## src/rtl/host_port_map.svh

```systemverilog
/*
 * Constants of the host processor port: address layout, field positions,
 * reset values and timing counts.
 * Assumes inclusion by bare name; holds definitions only.
 */
`ifndef HOST_PORT_MAP_SVH
`define HOST_PORT_MAP_SVH

`define ADDR_W              12
`define DATA_W              8
`define ADDR_HI_LSB         8
// global interrupt register, config register four and alarm status register addresses
`define GLOBAL_INT_ADDR     12'h000
`define GLOBAL_CFG4_ADDR    12'h004
`define ALARM_STAT_BASE     12'h008
`define ALARM_GROUPS        4
`define IRQ_POL_BIT         6
`define CFG4_RESET          8'h00
`define NO_WAIT_MHZ         33
`define CLK_MHZ             100
// access waits ACK_DELAY_CYC clk cycles, one no-wait host cycle rounded up (4 at 100 MHz)
`define ACK_DELAY_CYC       ((`CLK_MHZ + `NO_WAIT_MHZ - 1) / `NO_WAIT_MHZ)

`endif

```

## src/rtl/host_port_pkg.sv

```systemverilog
/*
 * Types of the host processor port.
 * Assumes host_port_map.svh for widths.
 */
`include "host_port_map.svh"
package host_port_pkg;
   typedef enum logic [1:0] {
      IDLE_S,
      ACCESS_S,
      DONE_S
   } cycle_state_t;
   typedef logic [`ADDR_W-1:0] addr_t;
   typedef logic [`DATA_W-1:0] data_t;
endpackage : host_port_pkg

```

## src/rtl/host_port_if.sv

```systemverilog
/*
 * Carrier between the port front end and its alarm register bank.
 * Assumes a single clock domain.
 */
interface host_port_if;
   logic                  wr_pulse;
   logic                  rd_pulse;
   host_port_pkg::addr_t  addr;
   host_port_pkg::data_t  wdata;
   host_port_pkg::data_t  rdata;
   logic                  irq_any;
   modport front (output wr_pulse, rd_pulse, addr, wdata, input rdata, irq_any);
   modport bank  (input wr_pulse, rd_pulse, addr, wdata, output rdata, irq_any);
endinterface : host_port_if

```

## src/rtl/alarm_bank.sv

```systemverilog
/*
 * Global interrupt register, config register four and clear-on-read alarm
 * status registers, one per alarm group.
 * Assumes one-cycle read and write pulses from the front end.
 */
`include "host_port_map.svh"
module alarm_bank (
   input  wire logic                  clk,
   input  wire logic                  rst,
   input  wire logic [`ALARM_GROUPS*8-1:0] alarm_in,
   output      logic                  irq_pol_low,
   host_port_if.bank                  bus
);
   logic [7:0] stat_reg [`ALARM_GROUPS];
   logic [7:0] stat_next [`ALARM_GROUPS];
   logic [7:0] prev_reg [`ALARM_GROUPS];
   logic [7:0] cfg4_reg;
   logic [7:0] cfg4_next;
   logic [7:0] gint;

   genvar g;
   generate
      for (g = 0; g < `ALARM_GROUPS; g++) begin : grp
         logic [7:0] cond;
         logic [7:0] rise;
         logic       hit;
         assign cond = alarm_in[g*8 +: 8];
         assign rise = cond & ~prev_reg[g];
         assign hit  = bus.rd_pulse && (bus.addr == `ALARM_STAT_BASE + 12'(g));
         assign gint[g] = |stat_reg[g];
         always_comb begin
            // read clears only bits whose condition ended; new rises win
            stat_next[g] = hit ? ((stat_reg[g] & cond) | rise) : (stat_reg[g] | rise);
         end
         always_ff @(posedge clk or posedge rst) begin
            if (rst) begin
               stat_reg[g] <= 8'h00;
               prev_reg[g] <= 8'h00;
            end else begin
               stat_reg[g] <= stat_next[g];
               prev_reg[g] <= cond;
            end
         end
      end
      for (g = `ALARM_GROUPS; g < 8; g++) begin : pad
         assign gint[g] = 1'b0;
      end
   endgenerate

   always_comb begin
      cfg4_next = cfg4_reg;
      if (bus.wr_pulse && bus.addr == `GLOBAL_CFG4_ADDR)
         cfg4_next = bus.wdata;
   end
   always_ff @(posedge clk or posedge rst) begin
      if (rst)
         cfg4_reg <= `CFG4_RESET;
      else
         cfg4_reg <= cfg4_next;
   end

   always_comb begin
      bus.rdata = 8'h00;
      if (bus.addr == `GLOBAL_INT_ADDR)
         bus.rdata = gint;
      else if (bus.addr == `GLOBAL_CFG4_ADDR)
         bus.rdata = cfg4_reg;
      for (int i = 0; i < `ALARM_GROUPS; i++)
         if (bus.addr == `ALARM_STAT_BASE + 12'(i))
            bus.rdata = stat_reg[i];
   end
   assign bus.irq_any  = |gint;
   assign irq_pol_low  = cfg4_reg[`IRQ_POL_BIT];
endmodule // alarm_bank

```

## src/rtl/host_processor_port.sv

```systemverilog
/*
 * Eight-bit host processor port with four strap-selected bus styles,
 * driving an alarm register bank and an interrupt output.
 * Assumes host pins are asynchronous to clk and are synchronised here.
 */
`include "host_port_map.svh"
module host_processor_port (
   input  wire logic                  clk,
   input  wire logic                  rst,
   input  wire logic                  bus_style_select,
   input  wire logic                  addr_data_share_select,
   input  wire logic                  chip_select_n,
   input  wire logic                  address_latch_strobe_n,
   input  wire logic                  store_or_data_strobe_n,
   input  wire logic                  read_or_rw,
   input  wire logic [3:0]            addr_hi,
   input  wire logic [7:0]            addr_lo,
   input  wire logic [7:0]            ad_in,
   output      logic [7:0]            ad_out,
   output      logic                  ad_oe_n,
   output      logic                  cycle_acknowledge,
   output      logic                  interrupt,
   input  wire logic [`ALARM_GROUPS*8-1:0] alarm_in
);
   // two-stage synchronisers on all host pins
   logic [4:0]  s1_reg;
   logic [4:0]  s2_reg;
   logic [19:0] sa1_reg;
   logic [19:0] sa2_reg;
   logic [1:0]  strap_reg;
   logic        cs, als, sds, rrw;

   always_ff @(posedge clk or posedge rst) begin
      if (rst) begin
         s1_reg  <= 5'h1F;
         s2_reg  <= 5'h1F;
         sa1_reg <= 20'h00000;
         sa2_reg <= 20'h00000;
      end else begin
         s1_reg  <= {chip_select_n, address_latch_strobe_n, store_or_data_strobe_n,
                     read_or_rw, 1'b1};
         s2_reg  <= s1_reg;
         sa1_reg <= {addr_hi, addr_lo, ad_in};
         sa2_reg <= sa1_reg;
      end
   end
   always_ff @(posedge clk or posedge rst) begin
      if (rst)
         strap_reg <= 2'h0;
      else
         strap_reg <= {bus_style_select, addr_data_share_select};
   end
   logic [1:0] strap2_reg;
   always_ff @(posedge clk or posedge rst) begin
      if (rst)
         strap2_reg <= 2'h0;
      else
         strap2_reg <= strap_reg;
   end

   assign cs  = ~s2_reg[4];
   assign als = ~s2_reg[3];
   assign sds = ~s2_reg[2];
   assign rrw = s2_reg[1];

   logic style_rw;
   logic muxed;
   assign style_rw = ~strap2_reg[1];
   assign muxed    = strap2_reg[0];

   // roles of the shared pins by mode
   logic rd_act, wr_act;
   always_comb begin
      if (style_rw) begin
         rd_act = cs && sds && rrw;
         wr_act = cs && sds && !rrw;
      end else begin
         rd_act = cs && !rrw;
         wr_act = cs && sds;
      end
   end

   // address capture
   host_port_pkg::addr_t addr_reg, addr_next;
   logic                 als_d_reg;
   always_comb begin
      addr_next = addr_reg;
      if (muxed) begin
         if (cs && als)
            addr_next = {sa2_reg[19:16], sa2_reg[7:0]};
      end else if (als || !als_d_reg || !style_rw) begin
         // strobe low or tied low: address bus is live
         addr_next = sa2_reg[19:8];
      end
   end
   always_ff @(posedge clk or posedge rst) begin
      if (rst) begin
         addr_reg  <= 12'h000;
         als_d_reg <= 1'b0;
      end else begin
         addr_reg  <= addr_next;
         als_d_reg <= als;
      end
   end

   host_port_if hp ();
   logic irq_pol_low;
   alarm_bank u_bank (
      .clk         (clk),
      .rst         (rst),
      .alarm_in    (alarm_in),
      .irq_pol_low (irq_pol_low),
      .bus         (hp.bank)
   );

   // access sequencer
   host_port_pkg::cycle_state_t state_reg, state_next;
   logic [1:0] cnt_reg, cnt_next;
   logic       wr_p, rd_p;
   logic       ack_next, ack_reg;
   logic [7:0] dout_next, dout_reg;
   logic       oe_n_next, oe_n_reg;

   always_comb begin
      state_next = state_reg;
      cnt_next   = cnt_reg;
      wr_p       = 1'b0;
      rd_p       = 1'b0;
      ack_next   = 1'b0;
      dout_next  = dout_reg;
      oe_n_next  = 1'b1;
      unique case (state_reg)
         host_port_pkg::IDLE_S: begin
            cnt_next = 2'h0;
            if (rd_act || wr_act)
               state_next = host_port_pkg::ACCESS_S;
         end
         host_port_pkg::ACCESS_S: begin
            if (!(rd_act || wr_act))
               state_next = host_port_pkg::IDLE_S;
            else if (cnt_reg == 2'(`ACK_DELAY_CYC - 1)) begin
               // one access per strobe assertion
               rd_p       = rd_act;
               wr_p       = wr_act;
               dout_next  = hp.rdata;
               state_next = host_port_pkg::DONE_S;
            end else
               cnt_next = cnt_reg + 2'h1;
            oe_n_next = !rd_act;
         end
         host_port_pkg::DONE_S: begin
            // acknowledge from clk, independent of the host clock
            ack_next  = rd_act || wr_act;
            oe_n_next = !rd_act;
            if (!(rd_act || wr_act))
               state_next = host_port_pkg::IDLE_S;
         end
         default: state_next = host_port_pkg::IDLE_S;
      endcase
   end
   always_ff @(posedge clk or posedge rst) begin
      if (rst) begin
         state_reg <= host_port_pkg::IDLE_S;
         cnt_reg   <= 2'h0;
         ack_reg   <= 1'b0;
         dout_reg  <= 8'h00;
         oe_n_reg  <= 1'b1;
      end else begin
         state_reg <= state_next;
         cnt_reg   <= cnt_next;
         ack_reg   <= ack_next;
         dout_reg  <= dout_next;
         oe_n_reg  <= oe_n_next;
      end
   end
   assign hp.wr_pulse = wr_p;
   assign hp.rd_pulse = rd_p;
   assign hp.addr     = addr_reg;
   assign hp.wdata    = sa2_reg[7:0];

   // interrupt: set on rising alarm summary, held until a global read, a later read of any other address and a clear summary
   logic any_d_reg, gread_reg, gread_next, irq_reg, irq_next;
   logic sread_reg, sread_next;
   always_comb begin
      gread_next = gread_reg;
      sread_next = sread_reg;
      irq_next   = irq_reg;
      if (rd_p && addr_reg == `GLOBAL_INT_ADDR) begin
         gread_next = 1'b1;
         sread_next = 1'b0;
      end else if (rd_p && gread_reg) begin
         sread_next = 1'b1;
      end
      if (hp.irq_any && !any_d_reg) begin
         irq_next   = 1'b1;
         gread_next = 1'b0;
         sread_next = 1'b0;
      end else if (irq_reg && sread_reg && !hp.irq_any) begin
         // the status clear lands one cycle after the read pulse
         irq_next   = 1'b0;
         gread_next = 1'b0;
         sread_next = 1'b0;
      end
   end
   always_ff @(posedge clk or posedge rst) begin
      if (rst) begin
         any_d_reg <= 1'b0;
         gread_reg <= 1'b0;
         sread_reg <= 1'b0;
         irq_reg   <= 1'b0;
      end else begin
         any_d_reg <= hp.irq_any;
         gread_reg <= gread_next;
         sread_reg <= sread_next;
         irq_reg   <= irq_next;
      end
   end

   logic irq_pin_reg, ack_pin_reg;
   always_ff @(posedge clk or posedge rst) begin
      if (rst) begin
         irq_pin_reg <= 1'b0;
         ack_pin_reg <= 1'b1;
      end else begin
         irq_pin_reg <= irq_reg ^ irq_pol_low;
         // low-true acknowledge in style zero, high-true ready in style one
         ack_pin_reg <= style_rw ? !ack_next : ack_next;
      end
   end
   assign interrupt         = irq_pin_reg;
   assign cycle_acknowledge = ack_pin_reg;
   assign ad_out            = dout_reg;
   assign ad_oe_n           = oe_n_reg;

   cyc_once_a: assert property (@(posedge clk) disable iff (rst)
      (wr_p || rd_p) |=> !(wr_p || rd_p))
      else $error("access pulse repeated");
   irq_rise_a: assert property (@(posedge clk) disable iff (rst)
      (hp.irq_any && !any_d_reg) |=> irq_reg)
      else $error("interrupt not raised on new alarm");
   irq_hold_a: assert property (@(posedge clk) disable iff (rst)
      (irq_reg && !(sread_reg && !hp.irq_any)) |=> irq_reg)
      else $error("interrupt dropped without read");
   float_cs_a: assert property (@(posedge clk) disable iff (rst)
      !cs |=> ##1 ad_oe_n)
      else $error("data bus driven without chip select");
   ack_idle_a: assert property (@(posedge clk) disable iff (rst)
      (!cs && style_rw) |=> cycle_acknowledge)
      else $error("acknowledge asserted without chip select");
   rdy_idle_a: assert property (@(posedge clk) disable iff (rst)
      (!cs && !style_rw && $stable(style_rw)) |=> !cycle_acknowledge)
      else $error("ready asserted without chip select");
   pol_pin_a: assert property (@(posedge clk) disable iff (rst)
      1'b1 |=> interrupt == ($past(irq_reg) ^ $past(irq_pol_low)))
      else $error("interrupt polarity wrong");
   ack_after_a: assert property (@(posedge clk) disable iff (rst)
      (wr_p || rd_p) |=> (state_reg == host_port_pkg::DONE_S))
      else $error("no acknowledge phase after access");
endmodule // host_processor_port

```

## config.mk

```make
export PLATFORM = sky130hd
export DESIGN_NAME = host_processor_port
export DESIGN_NICKNAME = d
export VERILOG_FILES = /design/src/rtl/host_port_pkg.sv /design/src/rtl/host_port_if.sv /design/src/rtl/alarm_bank.sv /design/src/rtl/host_processor_port.sv
export VERILOG_INCLUDE_DIRS = /design/src /design/src/rtl
export SDC_FILE = /design/constraint.sdc
export NUM_CORES = 1
export LEC_CHECK = 0
export ABC_AREA = 1
export BUFFER_PORTS_ARGS = -buffer_cell sky130_fd_sc_hd__buf_4
export CORE_MARGIN = 2
export CORE_UTILIZATION = 55
export CTS_CLUSTER_SIZE = 24
export DETAILED_ROUTE_END_ITERATION = 6
export PLACE_DENSITY_LB_ADDON = 0.08
export SLEW_MARGIN = 5
export SYNTH_ARGS = -nofsm -noshare
export SYNTH_HDL_FRONTEND = slang
export SYNTH_SLANG_ARGS = --single-unit
```

## constraint.sdc

```tcl
create_clock -name clk -period 12.1 [get_ports clk]
set_input_delay 1.815 -clock clk [delete_from_list [all_inputs] [get_ports clk]]
set_output_delay 1.815 -clock clk [all_outputs]
set_load 0.01 [all_outputs]
```

==> report_table.html, run 1 <==
<table>
<tr><th>Metric</th><th>Value</th></tr>
<tr><th colspan="2">Outcome</th></tr>
<tr><td>Run status</td><td>finished clean</td></tr>
<tr><th colspan="2">Routing</th></tr>
<tr><td>DRC errors left</td><td>0</td></tr>
<tr><td>Violation count after the first detailed-route iteration</td><td>259</td></tr>
<tr><td>Routed WL per cell</td><td>14.3 um</td></tr>
<tr><td>Number of detailed-routing iterations run before antenna repair</td><td>5</td></tr>
<tr><td>Aggregate routed wire length</td><td>11300 um</td></tr>
<tr><td>Number of vias in the routed layout</td><td>3982</td></tr>
<tr><td>Antenna Nets Post-Route</td><td>0</td></tr>
<tr><td>Vias per cell</td><td>5.03</td></tr>
<tr><th colspan="2">GRT</th></tr>
<tr><td>Antenna violations before repair</td><td>0</td></tr>
<tr><td>First-pass GRT wire length</td><td>19100 um</td></tr>
<tr><td>Met3 routing resource usage after global routing</td><td>0.0602</td></tr>
<tr><td>Vias in the first global route</td><td>3969</td></tr>
<tr><td>Met2 Track Usage GR</td><td>0.360</td></tr>
<tr><td>Maximum number of pins on one net before global-route repair</td><td>91</td></tr>
<tr><td>Overflow left after global routing</td><td>0</td></tr>
<tr><td>Most crowded layer after global routing</td><td>met2</td></tr>
<tr><td>Overall global routing resource usage</td><td>0.222</td></tr>
<tr><td>GR Util met1</td><td>0.293</td></tr>
<tr><th colspan="2">Placement</th></tr>
<tr><td>Placement Setup Slack</td><td>8.71 ns</td></tr>
<tr><td>Placer's final routability congestion estimate</td><td>0.902</td></tr>
<tr><td>DP Wirelength</td><td>7870 um</td></tr>
<tr><td>I/O Buffers</td><td>70</td></tr>
<tr><th colspan="2">Timing</th></tr>
<tr><td>Highest clock frequency the design can meet</td><td>338 MHz</td></tr>
<tr><td>Number of setup violations in the final report</td><td>0</td></tr>
<tr><td>Skew final</td><td>0.00682 ns</td></tr>
<tr><td>Slew HR</td><td>0.469</td></tr>
<tr><td>Period Utilization, post-route</td><td>0.244</td></tr>
<tr><td>PnR worst setup slack</td><td>9.14 ns</td></tr>
<tr><td>Max Transition Viols Final</td><td>0</td></tr>
<tr><td>Worst-Margin Slew</td><td>0.794 ns</td></tr>
<tr><td>Time the worst path needs with I/O delays and setup</td><td>2.96 ns</td></tr>
<tr><td>Count of endpoints failing hold in the final timing report</td><td>0</td></tr>
<tr><td>Unrepaired setup endpoints after global routing</td><td>false</td></tr>
<tr><td>Total Neg Setup Slack</td><td>0 ns</td></tr>
<tr><th colspan="2">CTS</th></tr>
<tr><td>Clk_lat worst skew</td><td>0.52 ns</td></tr>
<tr><td>Clock sinks</td><td>156</td></tr>
<tr><td>Hold buffer count at cts</td><td>0</td></tr>
<tr><td>Root Driver</td><td>sky130_fd_sc_hd__clkbuf_8</td></tr>
<tr><td>Max clock buf depth</td><td>2</td></tr>
<tr><td>Clk pin slew, worst setup/hold paths</td><td>0.06 ns</td></tr>
<tr><td>Post-cts gate resize count</td><td>0</td></tr>
<tr><td>TritonCTS buffer count</td><td>17</td></tr>
<tr><td>Number of post-CTS setup repair buffers</td><td>0</td></tr>
<tr><td>CTS tree</td><td>built</td></tr>
<tr><td>H-Tree Level Count</td><td>4</td></tr>
<tr><th colspan="2">Synthesis</th></tr>
<tr><td>Main area contributors after synthesis</td><td>sky130_fd_sc_hd__dfrtp_1 (63%), sky130_fd_sc_hd__nand2_1 (9.5%), sky130_fd_sc_hd__o21ai_0 (4.9%), sky130_fd_sc_hd__dfstp_2 (4.5%), sky130_fd_sc_hd__inv_1 (4.1%)</td></tr>
<tr><td>Yosys cell types</td><td>29</td></tr>
<tr><td>Post-synthesis area per instance</td><td>10.4 um2</td></tr>
<tr><td>Cell type contributing the most total cell area after synthesis</td><td>sky130_fd_sc_hd__dfrtp_1</td></tr>
<tr><td>Async S/R FF share, synth</td><td>1.00</td></tr>
<tr><td>Most numerous cell types in the synthesized netlist</td><td>sky130_fd_sc_hd__nand2_1 (147), sky130_fd_sc_hd__dfrtp_1 (146), sky130_fd_sc_hd__inv_1 (63)</td></tr>
<tr><td>Count of warnings emitted by yosys</td><td>0</td></tr>
<tr><td>EDFF count, synth</td><td>0</td></tr>
<tr><td>Most used standard cell by instance count after synthesis</td><td>sky130_fd_sc_hd__nand2_1</td></tr>
<tr><td>Post-synthesis register bit count</td><td>156</td></tr>
<tr><td>Post-Syn Area</td><td>0.00582 mm2</td></tr>
<tr><td>Number of standard cells after synthesis</td><td>560</td></tr>
<tr><td>Number of nets in the synthesized netlist</td><td>624</td></tr>
<tr><td>Top_reg_cell synth</td><td>sky130_fd_sc_hd__dfrtp_1</td></tr>
<tr><td>Register area share after synthesis</td><td>0.673</td></tr>
<tr><td>Area fraction of the dominant cell type after synthesis</td><td>0.628</td></tr>
<tr><th colspan="2">Critical path</th></tr>
<tr><td>Launch point of the worst reg-to-reg path</td><td>state_reg[1]$_DFFE_PP0P_</td></tr>
<tr><td>Critical path data arrival time</td><td>1.14 ns</td></tr>
<tr><td>Critical Path, Cell by Cell</td><td>buf_4</td></tr>
<tr><td>Dominant delay contributor by cell family on the critical path</td><td>flip-flops</td></tr>
<tr><td>Capturing element type of the critical path</td><td>output port</td></tr>
<tr><td>Worst path buffer plus inverter count</td><td>1</td></tr>
<tr><td>Startpoint class of the critical path</td><td>flop</td></tr>
<tr><td>Highest-delay cell along the critical path</td><td>sky130_fd_sc_hd__dfstp_2</td></tr>
<tr><td>Peak fanout along the critical path</td><td>1</td></tr>
<tr><td>Worst Path Class, Setup</td><td>flop to output port</td></tr>
<tr><td>Data required time at the worst endpoint</td><td>10.28 ns</td></tr>
<tr><td>CP max stage delay</td><td>0.51 ns</td></tr>
<tr><td>CP startpoint</td><td>cycle_acknowledge$_DFF_PP1_</td></tr>
<tr><th colspan="2">Hold path</th></tr>
<tr><td>Hold Path Class</td><td>flop to flop</td></tr>
<tr><td>Hold wc startpoint</td><td>strap_reg[0]$_DFF_PP0_</td></tr>
<tr><th colspan="2">Floorplanning</th></tr>
<tr><td>Starting density of the core</td><td>0.566</td></tr>
<tr><td>Die extent in y</td><td>107 um</td></tr>
<tr><td>Ports placed on the boundary</td><td>71</td></tr>
<tr><td>Die area</td><td>0.0114 mm2</td></tr>
<tr><td>Area of the placeable core</td><td>0.0103 mm2</td></tr>
<tr><td># rows</td><td>37</td></tr>
<tr><td>Floorplan die width</td><td>107 um</td></tr>
<tr><th colspan="2">Pwr</th></tr>
<tr><td>Power share of the sequential group</td><td>0.478</td></tr>
<tr><td>Internal power contribution</td><td>909 uW</td></tr>
<tr><td>Clk pwr share</td><td>0.446</td></tr>
<tr><td>Switching share of power</td><td>0.233</td></tr>
<tr><td>Worst supply voltage drop on vdd</td><td>0.0000975 V</td></tr>
<tr><td>Pwr/cell area</td><td>167 mW/mm2</td></tr>
<tr><td>P_sw</td><td>276 uW</td></tr>
<tr><td>Reported leakage power</td><td>3.51 nW</td></tr>
<tr><td>Combinational fraction of design power</td><td>0.075</td></tr>
<tr><th colspan="2">Layout</th></tr>
<tr><td>Layout overhead on the synthesized area</td><td>21.6%</td></tr>
<tr><td>Fraction of final layout cells sized beyond drive strength 1</td><td>0.200</td></tr>
<tr><td>Number of diodes</td><td>0</td></tr>
<tr><td>Post-layout net count</td><td>706</td></tr>
<tr><td>Fill cell instance count of the final layout</td><td>770</td></tr>
<tr><th colspan="2">Flow run</th></tr>
<tr><td>Max-cap viol count</td><td>0</td></tr>
</table>
[worst reg2reg max path, stage by stage, from the launching register on]
cell and delay (ns):
sky130_fd_sc_hd__dfrtp_1 0.40, sky130_fd_sc_hd__inv_1 0.10, sky130_fd_sc_hd__ha_1 0.27, sky130_fd_sc_hd__nand2_1 0.08, sky130_fd_sc_hd__nor2_1 0.60, sky130_fd_sc_hd__inv_1 0.26, sky130_fd_sc_hd__nand2_1 0.13, sky130_fd_sc_hd__nand2_1 0.06
[per-layer routing]
| layer | vias up | part of all wire |
|---|---|---|
| li1 | 1946 | - |
| met5 | - | 0 |
| met3 | 16 | 0.050 |
| met4 | 0 | 0.017 |
| met1 | 1916 | 0.44 |
| met2 | 104 | 0.49 |
[cell type report]
class,instances,area [um2],area share
inverter,65,249,0.0352
sequential,156,3920,0.553
tap,136,170,0.0240
clock inverter,13,168,0.0237
clock buffer,19,432,0.0610
timing repair buffer,71,533,0.0753
multi-input combinational,331,1610,0.227
[cell usage in the layout, fill, tap and decap left out, types with 8 or more instances in the layout]
cell type                   Yosys  final
sky130_fd_sc_hd__nand3_1       24     24
sky130_fd_sc_hd__dfstp_2       10     10
sky130_fd_sc_hd__o21ai_0       57     57
sky130_fd_sc_hd__inv_1         63     62
sky130_fd_sc_hd__o21a_1         8      8
sky130_fd_sc_hd__nand2_1      147    147
sky130_fd_sc_hd__clkbuf_16      0     16
sky130_fd_sc_hd__o211ai_1       8      8
sky130_fd_sc_hd__nor2_1        45     45
sky130_fd_sc_hd__buf_4          1     71
sky130_fd_sc_hd__nand4_1       13     13
sky130_fd_sc_hd__dfrtp_1      146    146
[cells by family (layout without fill, tap and decap cells)]
group | Yosys count | count (layout) | share of synthesized area
DFF | 156 | 156 | 0.673
and+or+nand+nor | 246 | 246 | 0.189
buffers and inverters | 73 | 168 | 0.0505
muxes | 1 | 1 | 0.00172
adders and majority gates | 4 | 4 | 0.00860
AOI/OAI and AO/OA | 78 | 78 | 0.0740
xor gates and xnor gates | 2 | 2 | 0.00301
[per-stage QoR]
step                      power [mW]  cells  utilization  hold slack, ns  instance area, um2
after CTS                       1.19    791        0.689           0.348                7080
final                           1.19    791        0.689           0.345                7080
after global routing            1.24    791        0.689           0.356                7080
after floorplan                0.627    560            -           0.331                5820
after global placement         0.661    759        0.630           0.334                6480
after detailed placement       0.666    759        0.630           0.335                6480
[power groups by stage]
stage / sequential (mW) / clock (mW) / combinational (mW)
2_1_floorplan: 0.574 / 0 / 0.0535
3_3_place_gp: 0.574 / 0 / 0.0866
3_5_place_dp: 0.576 / 0 / 0.0902
4_1_cts: 0.567 / 0.536 / 0.0909
5_1_grt: 0.570 / 0.564 / 0.102
6_report: 0.567 / 0.529 / 0.0892
[path summary, 6_finish.rpt]
check,endpoint,slack [ns],cells past startpoint
min in group asynchronous,u_bank.cfg4_reg[5]$_DFFE_PP0P_,1.44,2
max in group asynchronous,sa2_reg[14]$_DFF_PP0_,9.34,3
max reg2reg,ad_out[1]$_DFFE_PP0P_,10.09,7
max,cycle_acknowledge,9.14,1
min,strap2_reg[0]$_DFF_PP0_,0.35,0
min reg2reg,strap2_reg[0]$_DFF_PP0_,0.35,0
Power figures use the tool's default switching activity.
==> run 2, diff against run 1 <==
Clock period 12.1 ns to 2.8 ns, I/O delays scaled along.
==> report_table.html, run 2 (same netlist as run 1, synthesis figures left out) <==
<table>
<tr><th>Metric</th><th>Value</th></tr>
<tr><th colspan="2">Outcome</th></tr>
<tr><td>Run status</td><td>finished clean</td></tr>
<tr><th colspan="2">GRT</th></tr>
<tr><td>Maximum number of pins on one net before global-route repair</td><td>157</td></tr>
<tr><td>Vias in the first global route</td><td>4329</td></tr>
<tr><td>First-pass GRT wire length</td><td>20100 um</td></tr>
<tr><td>Overflow left after global routing</td><td>0</td></tr>
<tr><td>Antenna violations before repair</td><td>0</td></tr>
<tr><td>Overall global routing resource usage</td><td>0.233</td></tr>
<tr><th colspan="2">Critical path</th></tr>
<tr><td>Startpoint class of the critical path</td><td>flop</td></tr>
<tr><td>Worst path buffer plus inverter count</td><td>1</td></tr>
<tr><td>Critical Path, Cell by Cell</td><td>inv_1 -&gt; ha_1 -&gt; nand2_1 -&gt; nor2_1 -&gt; o21ai_1 -&gt; nor2_1 -&gt; nor2_1</td></tr>
<tr><td>Critical path data arrival time</td><td>2.34 ns</td></tr>
<tr><td>Most frequent cell on the critical path</td><td>sky130_fd_sc_hd__nor2_1</td></tr>
<tr><td>Data required time at the worst endpoint</td><td>3.22 ns</td></tr>
<tr><td>Peak fanout along the critical path</td><td>13</td></tr>
<tr><td>Dominant delay contributor by cell family on the critical path</td><td>simple AND/OR/NAND/NOR gates</td></tr>
<tr><td>Flop-to-flop setup slack</td><td>0.89 ns</td></tr>
<tr><td>Reg2Reg Capture Point</td><td>ad_out[5]$_DFFE_PP0P_</td></tr>
<tr><td>Highest-delay cell along the critical path</td><td>sky130_fd_sc_hd__nor2_1</td></tr>
<tr><td>CP max stage delay</td><td>0.56 ns</td></tr>
<tr><td>Critical path depth</td><td>7</td></tr>
<tr><td>Number of cells on the worst reg-to-reg path</td><td>7</td></tr>
<tr><td>Capturing element type of the critical path</td><td>flop</td></tr>
<tr><td>Worst Path Class, Setup</td><td>flop to flop</td></tr>
<tr><td>Launch point of the worst reg-to-reg path</td><td>state_reg[1]$_DFFE_PP0P_</td></tr>
<tr><th colspan="2">CTS</th></tr>
<tr><td>Max clock buf depth</td><td>2</td></tr>
<tr><td>CTS tree</td><td>built</td></tr>
<tr><td>Clk_lat worst skew</td><td>0.54 ns</td></tr>
<tr><td>Clock sinks</td><td>156</td></tr>
<tr><td>Clk pin slew, worst setup/hold paths</td><td>0.06 ns</td></tr>
<tr><td>H-Tree Level Count</td><td>4</td></tr>
<tr><td>Post-cts gate resize count</td><td>0</td></tr>
<tr><td>Number of post-CTS setup repair buffers</td><td>0</td></tr>
<tr><td>TritonCTS buffer count</td><td>17</td></tr>
<tr><td>Root Driver</td><td>sky130_fd_sc_hd__clkbuf_8</td></tr>
<tr><th colspan="2">Layout</th></tr>
<tr><td>Area taken by multi-input logic gates</td><td>0.00161 mm2</td></tr>
<tr><td>Fraction of final layout cells sized beyond drive strength 1</td><td>0.185</td></tr>
<tr><td>Fill cell instance count of the final layout</td><td>757</td></tr>
<tr><td>Number of diodes</td><td>0</td></tr>
<tr><td>Highest-count cells in the layout ignoring fill and taps</td><td>sky130_fd_sc_hd__nand2_1 (147), sky130_fd_sc_hd__dfrtp_1 (146), sky130_fd_sc_hd__buf_4 (71)</td></tr>
<tr><td>Commonest non-fill, non-tap cell in the layout</td><td>sky130_fd_sc_hd__nand2_1</td></tr>
<tr><td>Post-layout instance count excluding filler cells</td><td>850</td></tr>
<tr><td>Layout overhead on the synthesized area</td><td>31.8%</td></tr>
<tr><td>Post-layout net count</td><td>765</td></tr>
<tr><td>Sequential Area</td><td>0.00392 mm2</td></tr>
<tr><th colspan="2">Floorplanning</th></tr>
<tr><td>Area of the placeable core</td><td>0.0103 mm2</td></tr>
<tr><td>Starting density of the core</td><td>0.566</td></tr>
<tr><td>Die area</td><td>0.0114 mm2</td></tr>
<tr><td>Die extent in y</td><td>107 um</td></tr>
<tr><td>Floorplan die width</td><td>107 um</td></tr>
<tr><td># rows</td><td>37</td></tr>
<tr><td>Ports placed on the boundary</td><td>71</td></tr>
<tr><th colspan="2">Timing</th></tr>
<tr><td>Count of endpoints failing hold in the final timing report</td><td>0</td></tr>
<tr><td>Unrepaired setup endpoints after global routing</td><td>false</td></tr>
<tr><td>Period Utilization, post-route</td><td>0.683</td></tr>
<tr><td>Time the worst path needs with I/O delays and setup</td><td>1.91 ns</td></tr>
<tr><td>Worst-Margin Slew</td><td>0.775 ns</td></tr>
<tr><td>Number of setup violations in the final report</td><td>0</td></tr>
<tr><td>Skew final</td><td>0.00932 ns</td></tr>
<tr><td>Max Transition Viols Final</td><td>0</td></tr>
<tr><td>Highest clock frequency the design can meet</td><td>523 MHz</td></tr>
<tr><td>Total Neg Setup Slack</td><td>0 ns</td></tr>
<tr><td>Slew HR</td><td>0.483</td></tr>
<tr><th colspan="2">Routing</th></tr>
<tr><td>Aggregate routed wire length</td><td>11700 um</td></tr>
<tr><td>Number of detailed-routing iterations run before antenna repair</td><td>4</td></tr>
<tr><td>DRC errors left</td><td>0</td></tr>
<tr><td>Violation count after the first detailed-route iteration</td><td>165</td></tr>
<tr><td>Routed WL per cell</td><td>13.8 um</td></tr>
<tr><td>Number of vias in the routed layout</td><td>4212</td></tr>
<tr><td>Vias per cell</td><td>4.96</td></tr>
<tr><td>Antenna Nets Post-Route</td><td>0</td></tr>
<tr><th colspan="2">Pwr</th></tr>
<tr><td>Power share of the sequential group</td><td>0.472</td></tr>
<tr><td>Reported leakage power</td><td>3.75 nW</td></tr>
<tr><td>Switching share of power</td><td>0.233</td></tr>
<tr><td>Power consumption</td><td>5.19 mW</td></tr>
<tr><td>Internal power contribution</td><td>3.98 mW</td></tr>
<tr><td>Combinational fraction of design power</td><td>0.088</td></tr>
<tr><td>Worst supply voltage drop on vdd</td><td>0.000705 V</td></tr>
<tr><td>Clk pwr share</td><td>0.439</td></tr>
<tr><td>P_sw</td><td>1.21 mW</td></tr>
<tr><td>Pwr/cell area</td><td>677 mW/mm2</td></tr>
<tr><th colspan="2">Placement</th></tr>
<tr><td>DP Wirelength</td><td>7710 um</td></tr>
<tr><td>Number of instances in the placed design</td><td>760</td></tr>
<tr><td>Placer's final routability congestion estimate</td><td>0.901</td></tr>
<tr><td>I/O Buffers</td><td>70</td></tr>
<tr><th colspan="2">Hold path</th></tr>
<tr><td>Hold Path Class</td><td>input port to asynchronous set/reset pin</td></tr>
<tr><th colspan="2">Flow run</th></tr>
<tr><td>Max-cap viol count</td><td>0</td></tr>
</table>
==> run 2: cell types whose count changed in the layout (fill, tap and decap cells not counted), sizes merged <==
| cell | before | now |
|---|---|---|
| dlygate4sd3 | 0 | 58 |
| clkinv | 4 | 3 |
| clkinvlp | 5 | 6 |
| buf | 71 | 72 |
==> run 2: power groups by stage <==
stage	sequential, mW	clock [mW]	combinational, mW
3_3_place_gp	2.49	0	0.380
5_1_grt	2.47	2.43	0.525
6_report	2.45	2.28	0.460
3_5_place_dp	2.49	0	0.397
2_1_floorplan	2.48	0	0.232
4_1_cts	2.45	2.32	0.463
==> run 2: area by class of cell <==
cell class	count	area share
inverter	65	0.0323
sequential	156	0.510
clock inverter	13	0.0214
clock buffer	19	0.0563
timing repair buffer	130	0.148
tap	136	0.0222
multi-input combinational	331	0.210
==> run 2: routing by layer <==
metal  share of wire  global-route usage  up-vias  wire (um)
met3           0.048              0.0693       18        561
met4           0.019              0.0928        0        218
met5               0                   0        -          0
li1                -                   -     2070          -
met2            0.51               0.388      110       5940
met1            0.43               0.288     2014       5000
==> run 2: how the worst max path moves through the flow <==
stage / end / slack (ns) / start
3_3_place_gp: ad_out[7]$_DFFE_PP0P_ / 1.03 / state_reg[1]$_DFFE_PP0P_
3_5_place_dp: ad_out[1]$_DFFE_PP0P_ / 0.93 / state_reg[1]$_DFFE_PP0P_
4_1_cts: ad_out[5]$_DFFE_PP0P_ / 0.89 / state_reg[1]$_DFFE_PP0P_
2_1_floorplan: ad_out[0]$_DFFE_PP0P_ / 0.42 / rst
6_report: ad_out[5]$_DFFE_PP0P_ / 0.89 / state_reg[1]$_DFFE_PP0P_
5_1_grt: state_reg[1]$_DFFE_PP0P_ / 0.65 / state_reg[1]$_DFFE_PP0P_
==> run 2: stage by stage <==
step                utilization  hold slack [ns]  instance area [um2]  setup slack, ns
finish                    0.747            0.122                 7670            0.887
global route              0.747            0.197                 7670            0.654
CTS                       0.747            0.147                 7670            0.886
detailed placement        0.632            0.336                 6500            0.930
global placement          0.632            0.332                 6500             1.03
floorplan                     -            0.331                 5820            0.415
==> run 2: worst reg2reg max path, cell delays in order, from the launching register on <==
cell and delay [ns]:
sky130_fd_sc_hd__dfrtp_1 0.40, sky130_fd_sc_hd__inv_1 0.09, sky130_fd_sc_hd__ha_1 0.27, sky130_fd_sc_hd__nand2_1 0.09, sky130_fd_sc_hd__nor2_1 0.56, sky130_fd_sc_hd__o21ai_1 0.19
sky130_fd_sc_hd__nor2_1 0.14, sky130_fd_sc_hd__nor2_1 0.05
==> run 2: repair_timing <==
action                                  4_1_cts  5_1_grt
hold buffers                                 58        0
endpoints found under the hold margin        58        0
endpoints found under the setup margin        0        0
==> run 3, diff against run 2 <==
Clock period 2.8 ns to 1.91 ns, I/O delays scaled along.
==> report_table.html, run 3 (same netlist as run 1, synthesis figures left out) <==
<table>
<tr><th>Metric</th><th>Value</th></tr>
<tr><th colspan="2">Timing</th></tr>
<tr><td>Max Transition Viols Final</td><td>0</td></tr>
<tr><td>Total Neg Setup Slack</td><td>0 ns</td></tr>
<tr><td>Hold WS</td><td>0.344 ns</td></tr>
<tr><td>Count of endpoints failing hold in the final timing report</td><td>0</td></tr>
<tr><td>Highest clock frequency the design can meet</td><td>582 MHz</td></tr>
<tr><td>Unrepaired setup endpoints after global routing</td><td>false</td></tr>
<tr><td>Slew HR</td><td>0.685</td></tr>
<tr><td>Period Utilization, post-route</td><td>0.900</td></tr>
<tr><td>Worst-Margin Slew</td><td>0.472 ns</td></tr>
<tr><td>Skew final</td><td>0.00590 ns</td></tr>
<tr><td>Time the worst path needs with I/O delays and setup</td><td>1.72 ns</td></tr>
<tr><td>Number of setup violations in the final report</td><td>0</td></tr>
<tr><th colspan="2">CTS</th></tr>
<tr><td>CTS tree</td><td>built</td></tr>
<tr><td>Clk_lat worst skew</td><td>0.53 ns</td></tr>
<tr><td>Number of post-CTS setup repair buffers</td><td>0</td></tr>
<tr><td>TritonCTS buffer count</td><td>17</td></tr>
<tr><td>H-Tree Level Count</td><td>4</td></tr>
<tr><td>Max clock buf depth</td><td>2</td></tr>
<tr><td>Clk pin slew, worst setup/hold paths</td><td>0.06 ns</td></tr>
<tr><td>Clock sinks</td><td>156</td></tr>
<tr><td>Root Driver</td><td>sky130_fd_sc_hd__clkbuf_8</td></tr>
<tr><th colspan="2">GRT</th></tr>
<tr><td>Met3 routing resource usage after global routing</td><td>0.0553</td></tr>
<tr><td>Most crowded layer after global routing</td><td>met2</td></tr>
<tr><td>Met2 Track Usage GR</td><td>0.384</td></tr>
<tr><td>GR Util met1</td><td>0.296</td></tr>
<tr><td>Overflow left after global routing</td><td>0</td></tr>
<tr><td>First-pass GRT wire length</td><td>19600 um</td></tr>
<tr><td>Overall global routing resource usage</td><td>0.229</td></tr>
<tr><td>Maximum number of pins on one net before global-route repair</td><td>95</td></tr>
<tr><td>Antenna violations before repair</td><td>0</td></tr>
<tr><td>Vias in the first global route</td><td>4182</td></tr>
<tr><th colspan="2">Critical path</th></tr>
<tr><td>Data required time at the worst endpoint</td><td>2.31 ns</td></tr>
<tr><td>Worst Path Class, Setup</td><td>flop to flop</td></tr>
<tr><td>Capturing element type of the critical path</td><td>flop</td></tr>
<tr><td>CP startpoint</td><td>s2_reg[1]$_DFF_PP1_</td></tr>
<tr><td>Launch point of the worst reg-to-reg path</td><td>s2_reg[1]$_DFF_PP1_</td></tr>
<tr><td>Peak fanout along the critical path</td><td>8</td></tr>
<tr><td>Flop-to-flop setup slack</td><td>0.19 ns</td></tr>
<tr><td>Number of cells on the worst reg-to-reg path</td><td>5</td></tr>
<tr><td>Critical path data arrival time</td><td>2.12 ns</td></tr>
<tr><td>Endpoint of the worst setup timing path</td><td>u_bank.stat_reg[4]$_DFF_PP0_</td></tr>
<tr><td>Startpoint class of the critical path</td><td>flop</td></tr>
<tr><td>Reg2Reg Capture Point</td><td>u_bank.stat_reg[4]$_DFF_PP0_</td></tr>
<tr><th colspan="2">Flow run</th></tr>
<tr><td>Max-cap viol count</td><td>0</td></tr>
<tr><th colspan="2">Layout</th></tr>
<tr><td>Layout overhead on the synthesized area</td><td>32.8%</td></tr>
<tr><td>Number of diodes</td><td>0</td></tr>
<tr><td>Sequential Area</td><td>0.00392 mm2</td></tr>
<tr><td>Fill cell instance count of the final layout</td><td>699</td></tr>
<tr><td>Highest-count cells in the layout ignoring fill and taps</td><td>sky130_fd_sc_hd__nand2_1 (147), sky130_fd_sc_hd__dfrtp_1 (146), sky130_fd_sc_hd__buf_4 (73)</td></tr>
<tr><td>Area taken by multi-input logic gates</td><td>0.00162 mm2</td></tr>
<tr><td>Fraction of final layout cells sized beyond drive strength 1</td><td>0.189</td></tr>
<tr><td>Commonest non-fill, non-tap cell in the layout</td><td>sky130_fd_sc_hd__nand2_1</td></tr>
<tr><td>Post-layout net count</td><td>769</td></tr>
<tr><th colspan="2">Floorplanning</th></tr>
<tr><td># rows</td><td>37</td></tr>
<tr><td>Ports placed on the boundary</td><td>71</td></tr>
<tr><td>Area of the placeable core</td><td>0.0103 mm2</td></tr>
<tr><td>Die area</td><td>0.0114 mm2</td></tr>
<tr><td>Floorplan die width</td><td>107 um</td></tr>
<tr><td>Starting density of the core</td><td>0.566</td></tr>
<tr><td>Die extent in y</td><td>107 um</td></tr>
<tr><th colspan="2">Routing</th></tr>
<tr><td>DRC errors left</td><td>0</td></tr>
<tr><td>Vias per cell</td><td>4.96</td></tr>
<tr><td>Number of detailed-routing iterations run before antenna repair</td><td>7</td></tr>
<tr><td>Routed WL per cell</td><td>13.9 um</td></tr>
<tr><td>Number of vias in the routed layout</td><td>4233</td></tr>
<tr><td>Aggregate routed wire length</td><td>11900 um</td></tr>
<tr><td>Violation count after the first detailed-route iteration</td><td>293</td></tr>
<tr><td>Antenna Nets Post-Route</td><td>0</td></tr>
<tr><th colspan="2">Pwr</th></tr>
<tr><td>Worst supply voltage drop on vdd</td><td>0.000740 V</td></tr>
<tr><td>Pwr/cell area</td><td>984 mW/mm2</td></tr>
<tr><td>Reported leakage power</td><td>3.81 nW</td></tr>
<tr><td>Power consumption</td><td>7.61 mW</td></tr>
<tr><th colspan="2">Outcome</th></tr>
<tr><td>Run status</td><td>finished clean</td></tr>
<tr><th colspan="2">Placement</th></tr>
<tr><td>I/O Buffers</td><td>70</td></tr>
<tr><td>Placer's final routability congestion estimate</td><td>0.936</td></tr>
<tr><td>DP Wirelength</td><td>7920 um</td></tr>
<tr><th colspan="2">Hold path</th></tr>
<tr><td>Hold Path Class</td><td>flop to flop</td></tr>
<tr><td>Hold wc startpoint</td><td>strap_reg[0]$_DFF_PP0_</td></tr>
</table>
==> run 3: cell count changes in the layout (fill, tap and decap cells not counted) <==
cell | before | now
sky130_fd_sc_hd__clkbuf_8 | 2 | 5
sky130_fd_sc_hd__clkinv_4 | 1 | 4
sky130_fd_sc_hd__clkinvlp_4 | 6 | 3
sky130_fd_sc_hd__buf_4 | 71 | 73
sky130_fd_sc_hd__buf_12 | 1 | 2
sky130_fd_sc_hd__bufinv_16 | 3 | 2
sky130_fd_sc_hd__clkbuf_1 | 1 | 0
sky130_fd_sc_hd__clkinv_2 | 2 | 1
sky130_fd_sc_hd__dlygate4sd3_1 | 58 | 59
sky130_fd_sc_hd__nor3_2 | 2 | 1
sky130_fd_sc_hd__nor3_4 | 0 | 1
==> run 3: stage by stage <==
stage,area (um2),util,instances,setup slack [ns]
2_1_floorplan,5820,-,560,-0.341
3_3_place_gp,6530,0.636,763,0.231
3_5_place_dp,6530,0.636,763,0.189
4_1_cts,7720,0.752,854,0.168
5_1_grt,7730,0.752,854,0.0343
6_report,7730,0.752,854,0.191
==> run 3: how the worst min path moves through the flow <==
stage,end,depth (start not counted)
after CTS,strap2_reg[0]$_DFF_PP0_,0
after detailed placement,sa2_reg[17]$_DFF_PP0_,0
after floorplan,s1_reg[1]$_DFF_PP1_,0
final,strap2_reg[0]$_DFF_PP0_,0
after global placement,sa2_reg[19]$_DFF_PP0_,0
after global routing,sa2_reg[4]$_DFF_PP0_,0
==> run 3: routing by layer <==
layer | routed length (um) | part of all wire
met1 | 5110 | 0.43
met2 | 6130 | 0.51
met3 | 545 | 0.046
met4 | 135 | 0.011
met5 | 0 | 0
==> run 3: area by class of cell <==
class | count | share of cell area
clock buffer | 21 | 0.0607
multi-input combinational | 331 | 0.209
sequential | 156 | 0.507
tap | 136 | 0.0220
clock inverter | 11 | 0.0172
inverter | 65 | 0.0320
timing repair buffer | 134 | 0.152
==> run 3: power by group <==
| part | leakage, nW | switching (mW) | internal (mW) | total [mW] |
|---|---|---|---|---|
| Clock | 0.291 | 1.33 | 2.01 | 3.34 |
| Combinational | 1.76 | 0.360 | 0.321 | 0.681 |
| Sequential | 1.75 | 0.0902 | 3.50 | 3.59 |
==> run 3: timing repair <==
action,in CTS,in global routing
endpoints found under the setup margin,0,2
hold endpoints to repair,236,0
hold buffers,59,0
gates resized for setup,0,1
==> run 3: worst max-delay path, cell delays in order, from the launching register on <==
cell	delay [ns]
sky130_fd_sc_hd__dfstp_2	0.53
sky130_fd_sc_hd__nand2_1	0.07
sky130_fd_sc_hd__o21ai_1	0.20
sky130_fd_sc_hd__nand3_2	0.24
sky130_fd_sc_hd__nor4_4	0.38
sky130_fd_sc_hd__o21ai_0	0.17
